==> src/common/cgs_pkg.sv <==
/*
  cgs_pkg: register map, field layout, reset values and stabilization counts
  of the clock generation sequencer.
  Assumes byte-addressed special function registers on a 16-bit address bus.
*/
`default_nettype none
package cgs_pkg;
  // -----------------------------------------------------------------
  // register map
  // -----------------------------------------------------------------
  localparam logic [15:0] ADDR_FREQ_A = 16'hF002;
  localparam logic [15:0] ADDR_FREQ_B = 16'hF003;
  localparam logic [15:0] ADDR_PB_LATCH = 16'hF258;
  localparam logic [15:0] ADDR_PB_DIR = 16'hF259;
  localparam logic [15:0] ADDR_PB_CFG_LO = 16'hF25A;
  localparam logic [15:0] ADDR_PB_CFG_HI = 16'hF25B;
  localparam logic [15:0] ADDR_PB_FSEL_LO = 16'hF25C;
  localparam logic [15:0] ADDR_PB_FSEL_HI = 16'hF25D;
  // -----------------------------------------------------------------
  // field positions
  // -----------------------------------------------------------------
  localparam int DIV_LSB = 0;
  localparam int SRC_BIT = 2;
  localparam int FIXED_BIT = 3;
  localparam int OUTDIV_LSB = 4;
  localparam int SYSSEL_BIT = 0;
  localparam int FAST_OSC_ENABLE_BIT = 1;
  localparam int LOCK_BIT = 7;
  localparam int PIN7 = 7;
  // -----------------------------------------------------------------
  // reset values
  // -----------------------------------------------------------------
  localparam logic [7:0] FREQ_A_RST = 8'h3B;
  localparam logic [7:0] FREQ_B_RST = 8'h00;
  localparam logic [7:0] PB_RST = 8'h00;
  localparam logic [1:0] DIV_RST = 2'h3;
  localparam logic [1:0] OUTDIV_RST = 2'h3;
  // -----------------------------------------------------------------
  // stabilization counts
  // -----------------------------------------------------------------
  localparam int SLOW_WAIT_RESET = 256;
  localparam int SLOW_WAIT_STOP = 32;
  localparam int FAST_WAIT_PLL = 8192;
  localparam int FAST_WAIT_EXT = 128;
  localparam int PLL_MULT = 512;
  localparam int PLL_LOCK_CYCLES = 64;
  localparam logic SRC_PLL = 1'b0;
  localparam logic SRC_EXT = 1'b1;
  typedef enum logic [1:0] {CGS_OFF, CGS_WAIT, CGS_RUN} cgs_osc_t;
endpackage
`default_nettype wire

==> src/logic/cgs_top.sv <==
/*
  cgs_top: clock generation sequencer. Sequences the slow RC clock and the
  fast clock (PLL or external input), gates them to peripherals after the
  stabilization counts, selects the system clock and drives the slow clock
  on port B bit 7.
  Assumes the oscillator cores are outside: slow_osc_tick_i and pll_tick_i are
  one-cycle pulses on clk_i, one per oscillator period; external clock pins
  are asynchronous and are synchronized here.
*/
// Decided for this implementation: the address-and-strobe port.
// Function
// - reset starts slow oscillator, waits 256 counts
// - stop halts slow oscillator, interrupt restarts
// - after stop wait 32 slow counts
// - processor runs slow clock after power-up
// - PLL runs at 512 times slow reference
// - lock flag set when PLL within tolerance
// - PLL mode waits 8192 PLL pulses
// - PLL mode leaves clock pins as inputs
// - external mode waits 128 input edges
// - port A bit 2 wins over bit 6
// - fast oscillation starts on enable write
// - stop halts fast clock, release restabilizes
// - wait 128 external or 8192 PLL pulses
// - system clock picks fast or slow clock
// - stall processor until slow clock supplied
// - stall processor until fast clock supplied
// - function selects put slow clock on pin
// - latch bit ignored while clock drives pin
// - enable off forces slow system clock
// - source select changes only while disabled
// - divider selects 1,2,4,8; PLL code 0 halves
// - lock flag reads 1 only when locked
`timescale 1ns/10ps
`default_nettype none
module cgs_top #(
  parameter int SLOW_WAIT_RESET = cgs_pkg::SLOW_WAIT_RESET,
  parameter int SLOW_WAIT_STOP = cgs_pkg::SLOW_WAIT_STOP,
  parameter int FAST_WAIT_PLL = cgs_pkg::FAST_WAIT_PLL,
  parameter int FAST_WAIT_EXT = cgs_pkg::FAST_WAIT_EXT,
  parameter int PLL_LOCK_CYCLES = cgs_pkg::PLL_LOCK_CYCLES
) (
  // clock and reset
  input wire logic clk_i,
  input wire logic resetn_i,
  // register port
  input wire logic [15:0] addr_i,
  input wire logic [7:0] wdata_i,
  input wire logic wr_i,
  input wire logic rd_i,
  output logic [7:0] rdata_o,
  // mcu control
  input wire logic stop_enter_i,
  input wire logic stop_release_i,
  input wire logic sys_clk_select_i,
  // oscillator cores
  input wire logic slow_osc_tick_i,
  input wire logic pll_tick_i,
  input wire logic pll_in_window_i,
  output logic slow_osc_run_o,
  output logic pll_run_o,
  // external clock pins
  input wire logic port_a_bit2_pin_i,
  input wire logic port_b_bit6_pin_i,
  input wire logic pa2_clk_sel_i,
  input wire logic pb6_clk_sel_i,
  output logic pa2_gpio_ok_o,
  output logic pb6_gpio_ok_o,
  // clock enables out
  output logic slow_clock_o,
  output logic fast_clock_o,
  output logic sys_tick_o,
  output logic sys_fast_o,
  output logic cpu_stall_o,
  // port B bit 7
  output logic port_b_bit7_pin_o,
  output logic port_b_bit7_pin_oe_o
);
  // ---------------------------------------------------------------
  // registers
  // ---------------------------------------------------------------
  logic [1:0] div_r;
  logic src_r;
  logic [1:0] outdiv_r;
  logic fast_osc_enable_r;
  logic syssel_r;
  logic lock_r;
  logic [7:0] pb_latch_r;
  logic [7:0] pb_dir_r;
  logic [7:0] pb_cfg_lo_r;
  logic [7:0] pb_cfg_hi_r;
  logic [7:0] pb_fsel_lo_r;
  logic [7:0] pb_fsel_hi_r;
  logic stopped_r;
  logic sw_sel_fast_r;
  logic [7:0] rd_nxt;

  function automatic logic hit(input logic [15:0] a, input logic [15:0] ref_a);
    hit = (a == ref_a);
  endfunction

  always_ff @(posedge clk_i or negedge resetn_i)
  begin
    if (!resetn_i)
    begin
      div_r <= cgs_pkg::DIV_RST;
      src_r <= cgs_pkg::SRC_PLL;
      outdiv_r <= cgs_pkg::OUTDIV_RST;
    end
    else if (wr_i && hit(addr_i, cgs_pkg::ADDR_FREQ_A))
    begin
      div_r <= wdata_i[cgs_pkg::DIV_LSB +: 2];
      outdiv_r <= wdata_i[cgs_pkg::OUTDIV_LSB +: 2];
      if (!fast_osc_enable_r)
        src_r <= wdata_i[cgs_pkg::SRC_BIT];
    end
  end

  always_ff @(posedge clk_i or negedge resetn_i)
  begin
    if (!resetn_i)
    begin
      fast_osc_enable_r <= 1'b0;
      sw_sel_fast_r <= 1'b0;
    end
    else if (wr_i && hit(addr_i, cgs_pkg::ADDR_FREQ_B))
    begin
      fast_osc_enable_r <= wdata_i[cgs_pkg::FAST_OSC_ENABLE_BIT];
      sw_sel_fast_r <= wdata_i[cgs_pkg::SYSSEL_BIT];
    end
  end

  // select bit reads 0 while the fast oscillator is disabled
  assign syssel_r = sw_sel_fast_r & fast_osc_enable_r;

  always_ff @(posedge clk_i or negedge resetn_i)
  begin
    if (!resetn_i)
    begin
      pb_latch_r <= cgs_pkg::PB_RST;
      pb_dir_r <= cgs_pkg::PB_RST;
      pb_cfg_lo_r <= cgs_pkg::PB_RST;
      pb_cfg_hi_r <= cgs_pkg::PB_RST;
      pb_fsel_lo_r <= cgs_pkg::PB_RST;
      pb_fsel_hi_r <= cgs_pkg::PB_RST;
    end
    else if (wr_i)
    begin
      if (hit(addr_i, cgs_pkg::ADDR_PB_LATCH))
        pb_latch_r <= wdata_i;
      if (hit(addr_i, cgs_pkg::ADDR_PB_DIR))
        pb_dir_r <= wdata_i;
      if (hit(addr_i, cgs_pkg::ADDR_PB_CFG_LO))
        pb_cfg_lo_r <= wdata_i;
      if (hit(addr_i, cgs_pkg::ADDR_PB_CFG_HI))
        pb_cfg_hi_r <= wdata_i;
      if (hit(addr_i, cgs_pkg::ADDR_PB_FSEL_LO))
        pb_fsel_lo_r <= wdata_i;
      if (hit(addr_i, cgs_pkg::ADDR_PB_FSEL_HI))
        pb_fsel_hi_r <= wdata_i;
    end
  end

  always_comb
  begin
    rd_nxt = 8'h00;
    case (addr_i)
      cgs_pkg::ADDR_FREQ_A:
      begin
        rd_nxt[cgs_pkg::DIV_LSB +: 2] = div_r;
        rd_nxt[cgs_pkg::SRC_BIT] = src_r;
        rd_nxt[cgs_pkg::FIXED_BIT] = 1'b1;
        rd_nxt[cgs_pkg::OUTDIV_LSB +: 2] = outdiv_r;
      end
      cgs_pkg::ADDR_FREQ_B:
      begin
        rd_nxt[cgs_pkg::SYSSEL_BIT] = syssel_r;
        rd_nxt[cgs_pkg::FAST_OSC_ENABLE_BIT] = fast_osc_enable_r;
        rd_nxt[cgs_pkg::LOCK_BIT] = lock_r;
      end
      cgs_pkg::ADDR_PB_LATCH: rd_nxt = pb_latch_r;
      cgs_pkg::ADDR_PB_DIR: rd_nxt = pb_dir_r;
      cgs_pkg::ADDR_PB_CFG_LO: rd_nxt = pb_cfg_lo_r;
      cgs_pkg::ADDR_PB_CFG_HI: rd_nxt = pb_cfg_hi_r;
      cgs_pkg::ADDR_PB_FSEL_LO: rd_nxt = pb_fsel_lo_r;
      cgs_pkg::ADDR_PB_FSEL_HI: rd_nxt = pb_fsel_hi_r;
      default: rd_nxt = 8'h00;
    endcase
  end

  always_ff @(posedge clk_i or negedge resetn_i)
  begin
    if (!resetn_i)
      rdata_o <= 8'h00;
    else if (rd_i)
      rdata_o <= rd_nxt;
    else
      rdata_o <= 8'h00;
  end

  // ---------------------------------------------------------------
  // stop mode
  // ---------------------------------------------------------------
  always_ff @(posedge clk_i or negedge resetn_i)
  begin
    if (!resetn_i)
      stopped_r <= 1'b0;
    else if (stop_release_i)
      stopped_r <= 1'b0;
    else if (stop_enter_i)
      stopped_r <= 1'b1;
  end

  // ---------------------------------------------------------------
  // slow clock sequencing
  // ---------------------------------------------------------------
  cgs_pkg::cgs_osc_t slow_st_r;
  logic [8:0] slow_cnt_r;
  logic [8:0] slow_lim_r;
  logic slow_ok;

  assign slow_ok = (slow_st_r == cgs_pkg::CGS_RUN);
  assign slow_osc_run_o = !stopped_r;

  always_ff @(posedge clk_i or negedge resetn_i)
  begin
    if (!resetn_i)
    begin
      slow_st_r <= cgs_pkg::CGS_WAIT;
      slow_cnt_r <= 9'h000;
      slow_lim_r <= 9'(SLOW_WAIT_RESET);
    end
    else
    begin
      case (slow_st_r)
        cgs_pkg::CGS_OFF:
        begin
          if (!stopped_r)
          begin
            slow_st_r <= cgs_pkg::CGS_WAIT;
            slow_cnt_r <= 9'h000;
            slow_lim_r <= 9'(SLOW_WAIT_STOP);
          end
        end
        cgs_pkg::CGS_WAIT:
        begin
          if (stopped_r)
            slow_st_r <= cgs_pkg::CGS_OFF;
          else if (slow_osc_tick_i)
          begin
            slow_cnt_r <= slow_cnt_r + 9'h001;
            if (slow_cnt_r + 9'h001 == slow_lim_r)
              slow_st_r <= cgs_pkg::CGS_RUN;
          end
        end
        cgs_pkg::CGS_RUN:
        begin
          if (stopped_r)
            slow_st_r <= cgs_pkg::CGS_OFF;
        end
        default: slow_st_r <= cgs_pkg::CGS_OFF;
      endcase
    end
  end

  // ---------------------------------------------------------------
  // external clock input: sync and edge count
  // ---------------------------------------------------------------
  logic ext_a_s1_r;
  logic ext_a_s2_r;
  logic ext_b_s1_r;
  logic ext_b_s2_r;
  logic ext_prev_r;
  logic ext_lvl;
  logic ext_edge;

  always_ff @(posedge clk_i or negedge resetn_i)
  begin
    if (!resetn_i)
    begin
      ext_a_s1_r <= 1'b0;
      ext_a_s2_r <= 1'b0;
      ext_b_s1_r <= 1'b0;
      ext_b_s2_r <= 1'b0;
      ext_prev_r <= 1'b0;
    end
    else
    begin
      ext_a_s1_r <= port_a_bit2_pin_i;
      ext_a_s2_r <= ext_a_s1_r;
      ext_b_s1_r <= port_b_bit6_pin_i;
      ext_b_s2_r <= ext_b_s1_r;
      ext_prev_r <= ext_lvl;
    end
  end

  // port A bit 2 has priority when both pins are clock inputs
  assign ext_lvl = pa2_clk_sel_i ? ext_a_s2_r : (pb6_clk_sel_i & ext_b_s2_r);
  assign ext_edge = ext_lvl & !ext_prev_r;
  assign pa2_gpio_ok_o = (src_r == cgs_pkg::SRC_PLL) | !pa2_clk_sel_i;
  assign pb6_gpio_ok_o = (src_r == cgs_pkg::SRC_PLL) | !pb6_clk_sel_i | pa2_clk_sel_i;

  // ---------------------------------------------------------------
  // fast clock sequencing
  // ---------------------------------------------------------------
  cgs_pkg::cgs_osc_t fast_st_r;
  logic [13:0] fast_cnt_r;
  logic [13:0] fast_lim;
  logic fast_tick;
  logic fast_ok;
  logic fast_go;

  assign fast_go = fast_osc_enable_r & !stopped_r;
  assign pll_run_o = fast_go & (src_r == cgs_pkg::SRC_PLL);
  assign fast_tick = (src_r == cgs_pkg::SRC_PLL) ? pll_tick_i : ext_edge;
  assign fast_lim = (src_r == cgs_pkg::SRC_PLL) ? 14'(FAST_WAIT_PLL) : 14'(FAST_WAIT_EXT);
  assign fast_ok = (fast_st_r == cgs_pkg::CGS_RUN);

  always_ff @(posedge clk_i or negedge resetn_i)
  begin
    if (!resetn_i)
    begin
      fast_st_r <= cgs_pkg::CGS_OFF;
      fast_cnt_r <= 14'h0000;
    end
    else
    begin
      case (fast_st_r)
        cgs_pkg::CGS_OFF:
        begin
          fast_cnt_r <= 14'h0000;
          if (fast_go)
            fast_st_r <= cgs_pkg::CGS_WAIT;
        end
        cgs_pkg::CGS_WAIT:
        begin
          if (!fast_go)
            fast_st_r <= cgs_pkg::CGS_OFF;
          else if (fast_tick)
          begin
            fast_cnt_r <= fast_cnt_r + 14'h0001;
            if (fast_cnt_r + 14'h0001 == fast_lim)
              fast_st_r <= cgs_pkg::CGS_RUN;
          end
        end
        cgs_pkg::CGS_RUN:
        begin
          if (!fast_go)
            fast_st_r <= cgs_pkg::CGS_OFF;
        end
        default: fast_st_r <= cgs_pkg::CGS_OFF;
      endcase
    end
  end

  // lock flag: tolerance seen for a run of PLL ticks, cleared when PLL off
  logic [7:0] lock_cnt_r;
  always_ff @(posedge clk_i or negedge resetn_i)
  begin
    if (!resetn_i)
    begin
      lock_cnt_r <= 8'h00;
      lock_r <= 1'b0;
    end
    else if (!pll_run_o || !pll_in_window_i)
    begin
      lock_cnt_r <= 8'h00;
      lock_r <= 1'b0;
    end
    else if (pll_tick_i && !lock_r)
    begin
      lock_cnt_r <= lock_cnt_r + 8'h01;
      if (lock_cnt_r + 8'h01 == 8'(PLL_LOCK_CYCLES))
        lock_r <= 1'b1;
    end
  end

  // ---------------------------------------------------------------
  // divided fast clock and system clock enables
  // ---------------------------------------------------------------
  logic [2:0] div_cnt_r;
  logic [2:0] div_mask;
  logic fast_en_r;
  logic slow_en_r;

  always_comb
  begin
    div_mask = 3'h0;
    case (div_r)
      2'h0: div_mask = (src_r == cgs_pkg::SRC_PLL) ? 3'h1 : 3'h0;
      2'h1: div_mask = 3'h1;
      2'h2: div_mask = 3'h3;
      2'h3: div_mask = 3'h7;
      default: div_mask = 3'h7;
    endcase
  end

  always_ff @(posedge clk_i or negedge resetn_i)
  begin
    if (!resetn_i)
    begin
      div_cnt_r <= 3'h0;
      fast_en_r <= 1'b0;
      slow_en_r <= 1'b0;
    end
    else
    begin
      fast_en_r <= 1'b0;
      slow_en_r <= slow_ok & slow_osc_tick_i;
      if (!fast_ok || !fast_go)
        div_cnt_r <= 3'h0;
      else if (fast_tick)
      begin
        div_cnt_r <= (div_cnt_r + 3'h1) & div_mask;
        fast_en_r <= ((div_cnt_r & div_mask) == div_mask);
      end
    end
  end

  assign slow_clock_o = slow_en_r;
  assign fast_clock_o = fast_en_r;

  // fast selection only takes effect once the fast supply is running
  always_ff @(posedge clk_i or negedge resetn_i)
  begin
    if (!resetn_i)
      sys_fast_o <= 1'b0;
    else if (!syssel_r)
      sys_fast_o <= 1'b0;
    else if (fast_ok)
      sys_fast_o <= 1'b1;
  end

  assign sys_tick_o = sys_fast_o ? fast_en_r : slow_en_r;
  assign cpu_stall_o = syssel_r ? !(fast_ok && sys_fast_o) : !slow_ok;

  // unused strap input kept for software-visible select path
  logic sel_unused;
  assign sel_unused = sys_clk_select_i;

  // ---------------------------------------------------------------
  // port B bit 7 slow clock output
  // ---------------------------------------------------------------
  logic pin7_clk_mode;
  logic pin7_lvl_r;
  assign pin7_clk_mode = pb_fsel_lo_r[cgs_pkg::PIN7] & !pb_fsel_hi_r[cgs_pkg::PIN7];

  always_ff @(posedge clk_i or negedge resetn_i)
  begin
    if (!resetn_i)
      pin7_lvl_r <= 1'b0;
    else if (slow_en_r)
      pin7_lvl_r <= !pin7_lvl_r;
  end

  always_ff @(posedge clk_i or negedge resetn_i)
  begin
    if (!resetn_i)
    begin
      port_b_bit7_pin_o <= 1'b0;
      port_b_bit7_pin_oe_o <= 1'b0;
    end
    else
    begin
      port_b_bit7_pin_o <= pin7_clk_mode ? pin7_lvl_r : pb_latch_r[cgs_pkg::PIN7];
      port_b_bit7_pin_oe_o <= !pb_dir_r[cgs_pkg::PIN7] & pb_cfg_lo_r[cgs_pkg::PIN7] & pb_cfg_hi_r[cgs_pkg::PIN7];
    end
  end
endmodule
`default_nettype wire

==> config.mk <==
export PLATFORM = sky130hd
export DESIGN_NAME = cgs_top
export DESIGN_NICKNAME = d
export VERILOG_FILES = /design/src/common/cgs_pkg.sv /design/src/logic/cgs_top.sv
export SDC_FILE = /design/constraint.sdc
export NUM_CORES = 1
export LEC_CHECK = 0
export BUFFER_PORTS_ARGS = -buffer_cell sky130_fd_sc_hd__buf_2
export CORE_MARGIN = 2
export CORE_UTILIZATION = 59
export DETAILED_ROUTE_END_ITERATION = 16
export PLACE_DENSITY = 0.8
export SLEW_MARGIN = 5
export SYNTH_ARGS = -nofsm -noshare
export SYNTH_HDL_FRONTEND = slang
export SYNTH_SLANG_ARGS = --single-unit
==> constraint.sdc <==
create_clock -name clk_i -period 2.7 [get_ports clk_i]
set_clock_uncertainty 0.15 [all_clocks]
set_input_delay 0.27 -clock clk_i [delete_from_list [all_inputs] [get_ports clk_i]]
set_output_delay 0.27 -clock clk_i [all_outputs]
set_load 0.005 [all_outputs]
# Word level (Yosys, flattened, before mapping)
# Index checks and enable logic that the tools add are counted.
# classes
n_addsub	4
bitwise_logic	17
n_mux	45
n_reduce_logical	42
eq_ne	32
# op_table
op	count
16-bit equality test, second input constant	8
14-bit two-way mux	3
14-bit one-hot mux with 2 select lines	1
4-bit one-hot mux with 7 select lines	1
9-bit two-way mux	3
8-bit two-way mux	3
2-bit two-way mux	10
9-bit one-hot mux with 2 select lines	1
2-bit AND reduction	9
2-bit inequality test, second input constant	8
2-bit one-hot mux with 8 select lines	1
1-bit two-way mux	15
14-bit by 1-bit adder with 14-bit output, second input constant	1
14-bit equality test	1
1-bit logical NOT	14
3-bit inequality test, second input constant	4
2-bit one-hot mux with 3 select lines	2
3-bit one-hot mux with 4 select lines	1
4-bit AND reduction	3
2-bit nonzero test	6
9-bit by 1-bit adder with 9-bit output, second input constant	1
1-bit bitwise AND	9
9-bit equality test	1
8-bit by 1-bit adder with 8-bit output, second input constant	1
16 further kinds	33
# totals
word_cells	172
input_bits	38
ff_bits	116
output_inout_bits	19

# Longest topological paths before layout
# logic_depth
depth_word	7
ltp_mapped	8
mapped_depth_nobuf	6

# Worst setup path before layout
# No wires, ideal clock.
# synth_path
path_kind	in2reg
from	input addr_i[11]
to	register pb_cfg_lo_r[0]
setup_slack_ps	288
cell_stages	6
t_arrival_ps	2137
required_time_ps	2425
setup_time_ps	125
path_buffers	1
cell_sequence	or3b_1 > or4_4 > or3_1 > buf_6 > nor2_4 > mux2_2
# synth_via
elab_chain_cells	2
# synth_rtl
item	line_no	source
start, declared	cgs_top.sv:47	input wire logic [15:0] addr_i,
16-bit equality test	cgs_top.sv:99	hit = (a == ref_a);
2-bit AND reduction (no line)	-	
end signal, assigned	cgs_top.sv:142	pb_cfg_lo_r <= cgs_pkg::PB_RST;
end signal, assigned	cgs_top.sv:154	pb_cfg_lo_r <= wdata_i;
end, declared	cgs_top.sv:90	logic [7:0] pb_cfg_lo_r;
# Every way passes these cells.
# A chain may end at the register's enable or synchronous reset.

# Worst setup path in the final report
# layout_path
from	register fast_cnt_r[4]
to	register fast_st_r[1]
# layout_via
elab_chain_cells	4
# layout_rtl
item	line_no	source
start, declared	cgs_top.sv:307	logic [13:0] fast_cnt_r;
start signal, assigned	cgs_top.sv:341	fast_cnt_r <= fast_cnt_r + 14'h0001;
14-bit by 1-bit adder with 14-bit output	cgs_top.sv:342	if (fast_cnt_r + 14'h0001 == fast_lim)
14-bit equality test	cgs_top.sv:342	
3-bit inequality test (no line)	-	
4-bit AND reduction (no line)	-	
end signal, assigned	cgs_top.sv:343	fast_st_r <= cgs_pkg::CGS_RUN;
end signal, assigned	cgs_top.sv:349	fast_st_r <= cgs_pkg::CGS_OFF;
end signal, assigned	cgs_top.sv:351	default: fast_st_r <= cgs_pkg::CGS_OFF;
end, declared	cgs_top.sv:306	cgs_pkg::cgs_osc_t fast_st_r;
# Every way passes these cells.

==> qor.csv <==
metric;value;unit
status;complete, no violations;
PD cells;601.4;nW/um2
nets@finish;640;
die area;10610;um2
final cycle utilization of the critical path;84.37;%
DR pass1 iterations;6;
Post-Layout Cell Count;744;
Final Hold Fails;0;
Core Region;9639;um2
Hold WS;0.03447;ns
setup total negative slack;0;ns
Post-synth EDFFs;0;
Crit. Startpoint;fast_cnt_r[4]$_DFFE_PN0P_;
Async S/R FF share, synth;100.0;%
initial core utilization;59.99;%
gr ovfl total;0;
Worst path max stage delay;0.56;ns
worst-case reg-to-reg path depth;5;
Hold Crit Endpoint;lock_cnt_r[6]$_DFFE_PN0P_;
Post-DP HPWL;8.691;mm
CP Buf/Inv Count;0;
WP data arrival;2.51;ns
Starting DRT DRC Count;287;
clk_lat worst skew;0.52;ns
vias;4534;
largest net degree at the start of global routing;58;
Netlist Area Pre-Place;5783;um2
Vias/cell;6.094;
final setup violation count;0;
crit path kind;reg2reg;
min-delay src;pll_in_window_i;
Placed Instances;696;
WL per Instance;17.96;um
max-slew violations;0;
CTS H-Tree Depth;4;
max-cap viol count;0;
crit-path cells;nand4_1 > nor4_1 > xor2_1 > mux2i_1 > o21ai_0;
Reg2Reg Launch Point;fast_cnt_r[4]$_DFFE_PN0P_;
Leak Pwr;3.318;nW
CP max stage cell;dfrtp_1;
min Tclk post-route;2.278;ns
Cell variety after synth;67;
DRC;0;
Site Rows;36;
Worst path top cell family by delay;simple AND/OR/NAND/NOR gates;
fmax;439.0;MHz
Syn Area/Cell;11.27;um2
clk slew on worst S/H paths;0.06;ns
post-synthesis register bit count;116;
number of routed nets with antenna violations;0;
CP Data Required Time;2.94;ns
most frequent cell after synthesis;dfrtp_1;
Tightest Pin Transition;0.6759;ns
vias in the first global route;4544;
Hold WC Path Type;in2reg;
Synth area leaders;dfrtp_1 48%, mux2_2 11%, dfstp_2 2.7%;
CP endpoint kind;register;
Seq/Total Area, Yosys;50.32;%
WL final;13.36;mm
GR Util All Layers;27.17;%
Slew HR;54.85;%
die width;103.0;um
Main synth FF type;dfrtp_1;
Synthesis Warnings;0;
Util after Layout;72.99;%
CTS tree;yes;
Port Buffer Count;55;
FILL cells;673;
Ports;57;
Levels on crit path;5;
synth cell count leaders;110 x dfrtp_1, 59 x mux2_2, 42 x nor2_1;
area leader, netlist;dfrtp_1;
hold depth;3;
share of the synthesized area in the top cell type;47.60;%
worst reg2reg setup slack;0.42;ns
Post-Syn Instances;513;
Synth Net Count;555;
first-pass GRT wire length;21.89;mm
share of cells above drive strength 1;30.11;%
VDD IR max;0.4707;mV
RSZ-0062 raised after global routing;no;
startpoint class of the critical path;register;
maximum fanout along the worst path;13;
antenna cells;0;
clk root buf;clkbuf_8;
GPL Wtd Cong;0.8086;
Chip Height;103.0;um
total CTS buffers;17;
post-CTS setup buffers;0;
number of clock sinks;116;
worst r2r dst;fast_st_r[1]$_DFFE_PN0P_;
clk buf depth;2;
initial antenna violation count;0;
P&R area growth vs syn;21.66;%
-- report_power, final --
part / leakage (nW) / internal [mW] / switching [mW] / total [mW]
clock network: 0.282 / 1.41 / 0.843 / 2.26
logic: 1.46 / 0.0743 / 0.114 / 0.188
registers: 1.58 / 1.76 / 0.0241 / 1.79
total: 3.32 / 3.25 / 0.981 / 4.23
-- worst min-delay path, stage by stage --
cell and delay, ns:
buf_2 0.07, nand2_1 0.17, nor2_1 0.14
-- metal layers --
metal,GRT usage (%),up-vias,part of all wire [%]
li1,-,2080,-
met1,35.12,2324,43
met2,44.66,113,51
met3,6.441,17,4.4
met4,10.53,0,1.3
met5,0,-,0
-- registers in the layout (all words and copies together) (netlist names), 2 cells and up --
register and cells:
pb_cfg_hi_r 8, pb_fsel_lo_r 8, slow_cnt_r 9, div_r 2, div_cnt_r 3, pb_fsel_hi_r 8, outdiv_r 2, rdata_o 8
pb_dir_r 8, fast_st_r 2, pb_latch_r 8, pb_cfg_lo_r 8, fast_cnt_r 14, slow_lim_r 2, slow_st_r 2, lock_cnt_r 8
-- timing repair --
| action | 4_1_cts | 5_1_grt |
|---|---|---|
| hold endpoints to repair | 126 | 0 |
| resized for setup | 0 | 0 |
| hold buffers | 16 | 0 |
-- cell families after synthesis --
kind of cell	count (synthesis)	share of synthesized area, %
compound gates	106	12.42
xor+xnor	14	2.120
fa+ha+maj	4	0.8655
buf+inv	29	2.142
flops	116	50.32
mux	77	16.14
simple gates	167	15.99
-- cells in the final DEF, fill, tap and decap left out, types with 16 or more instances in the layout --
cell type | synthesis | routed
o21ai_0 | 31 | 31
nand3_1 | 23 | 23
nand2_1 | 31 | 31
buf_2 | 3 | 54
mux2_2 | 59 | 59
dfrtp_1 | 110 | 110
clkbuf_16 | 0 | 16
dlygate4sd3_1 | 0 | 16
nor2_1 | 42 | 42
a21oi_1 | 16 | 16
-- how the worst max path moves through the flow --
stage,endpoint,slack (ns)
3_3_place_gp,pb_cfg_lo_r[3]$_DFFE_PN0P_,0.06
3_5_place_dp,pb_cfg_lo_r[4]$_DFFE_PN0P_,0.005
5_1_grt,fast_st_r[1]$_DFFE_PN0P_,0.18
6_report,fast_st_r[1]$_DFFE_PN0P_,0.42
4_1_cts,fast_st_r[1]$_DFFE_PN0P_,0.49
2_1_floorplan,pb_cfg_lo_r[0]$_DFFE_PN0P_,0.29
-- final cells by class --
class	instances	area [um2]	share of cell area, %
multi-input cells	368	2749	39.07
well taps	133	166.4	2.365
flip-flops and latches	116	2910	41.37
inverters	8	30.03	0.4268
repair buffers	87	583.1	8.287
clock inverters	14	178.9	2.543
clock buffers	18	417.9	5.940
-- through the flow --
step                setup slack (ns)  total power, mW  instance area (um2)
finish                        0.4221            4.231                 7036
global route                  0.1809            4.380                 7036
floorplan                     0.2884            1.881                 5783
global placement             0.05598            1.976                 6279
detailed placement          0.004615            1.983                 6279
CTS                           0.4898            4.256                 7036
Note: power is estimated with default switching activity, not from simulation.
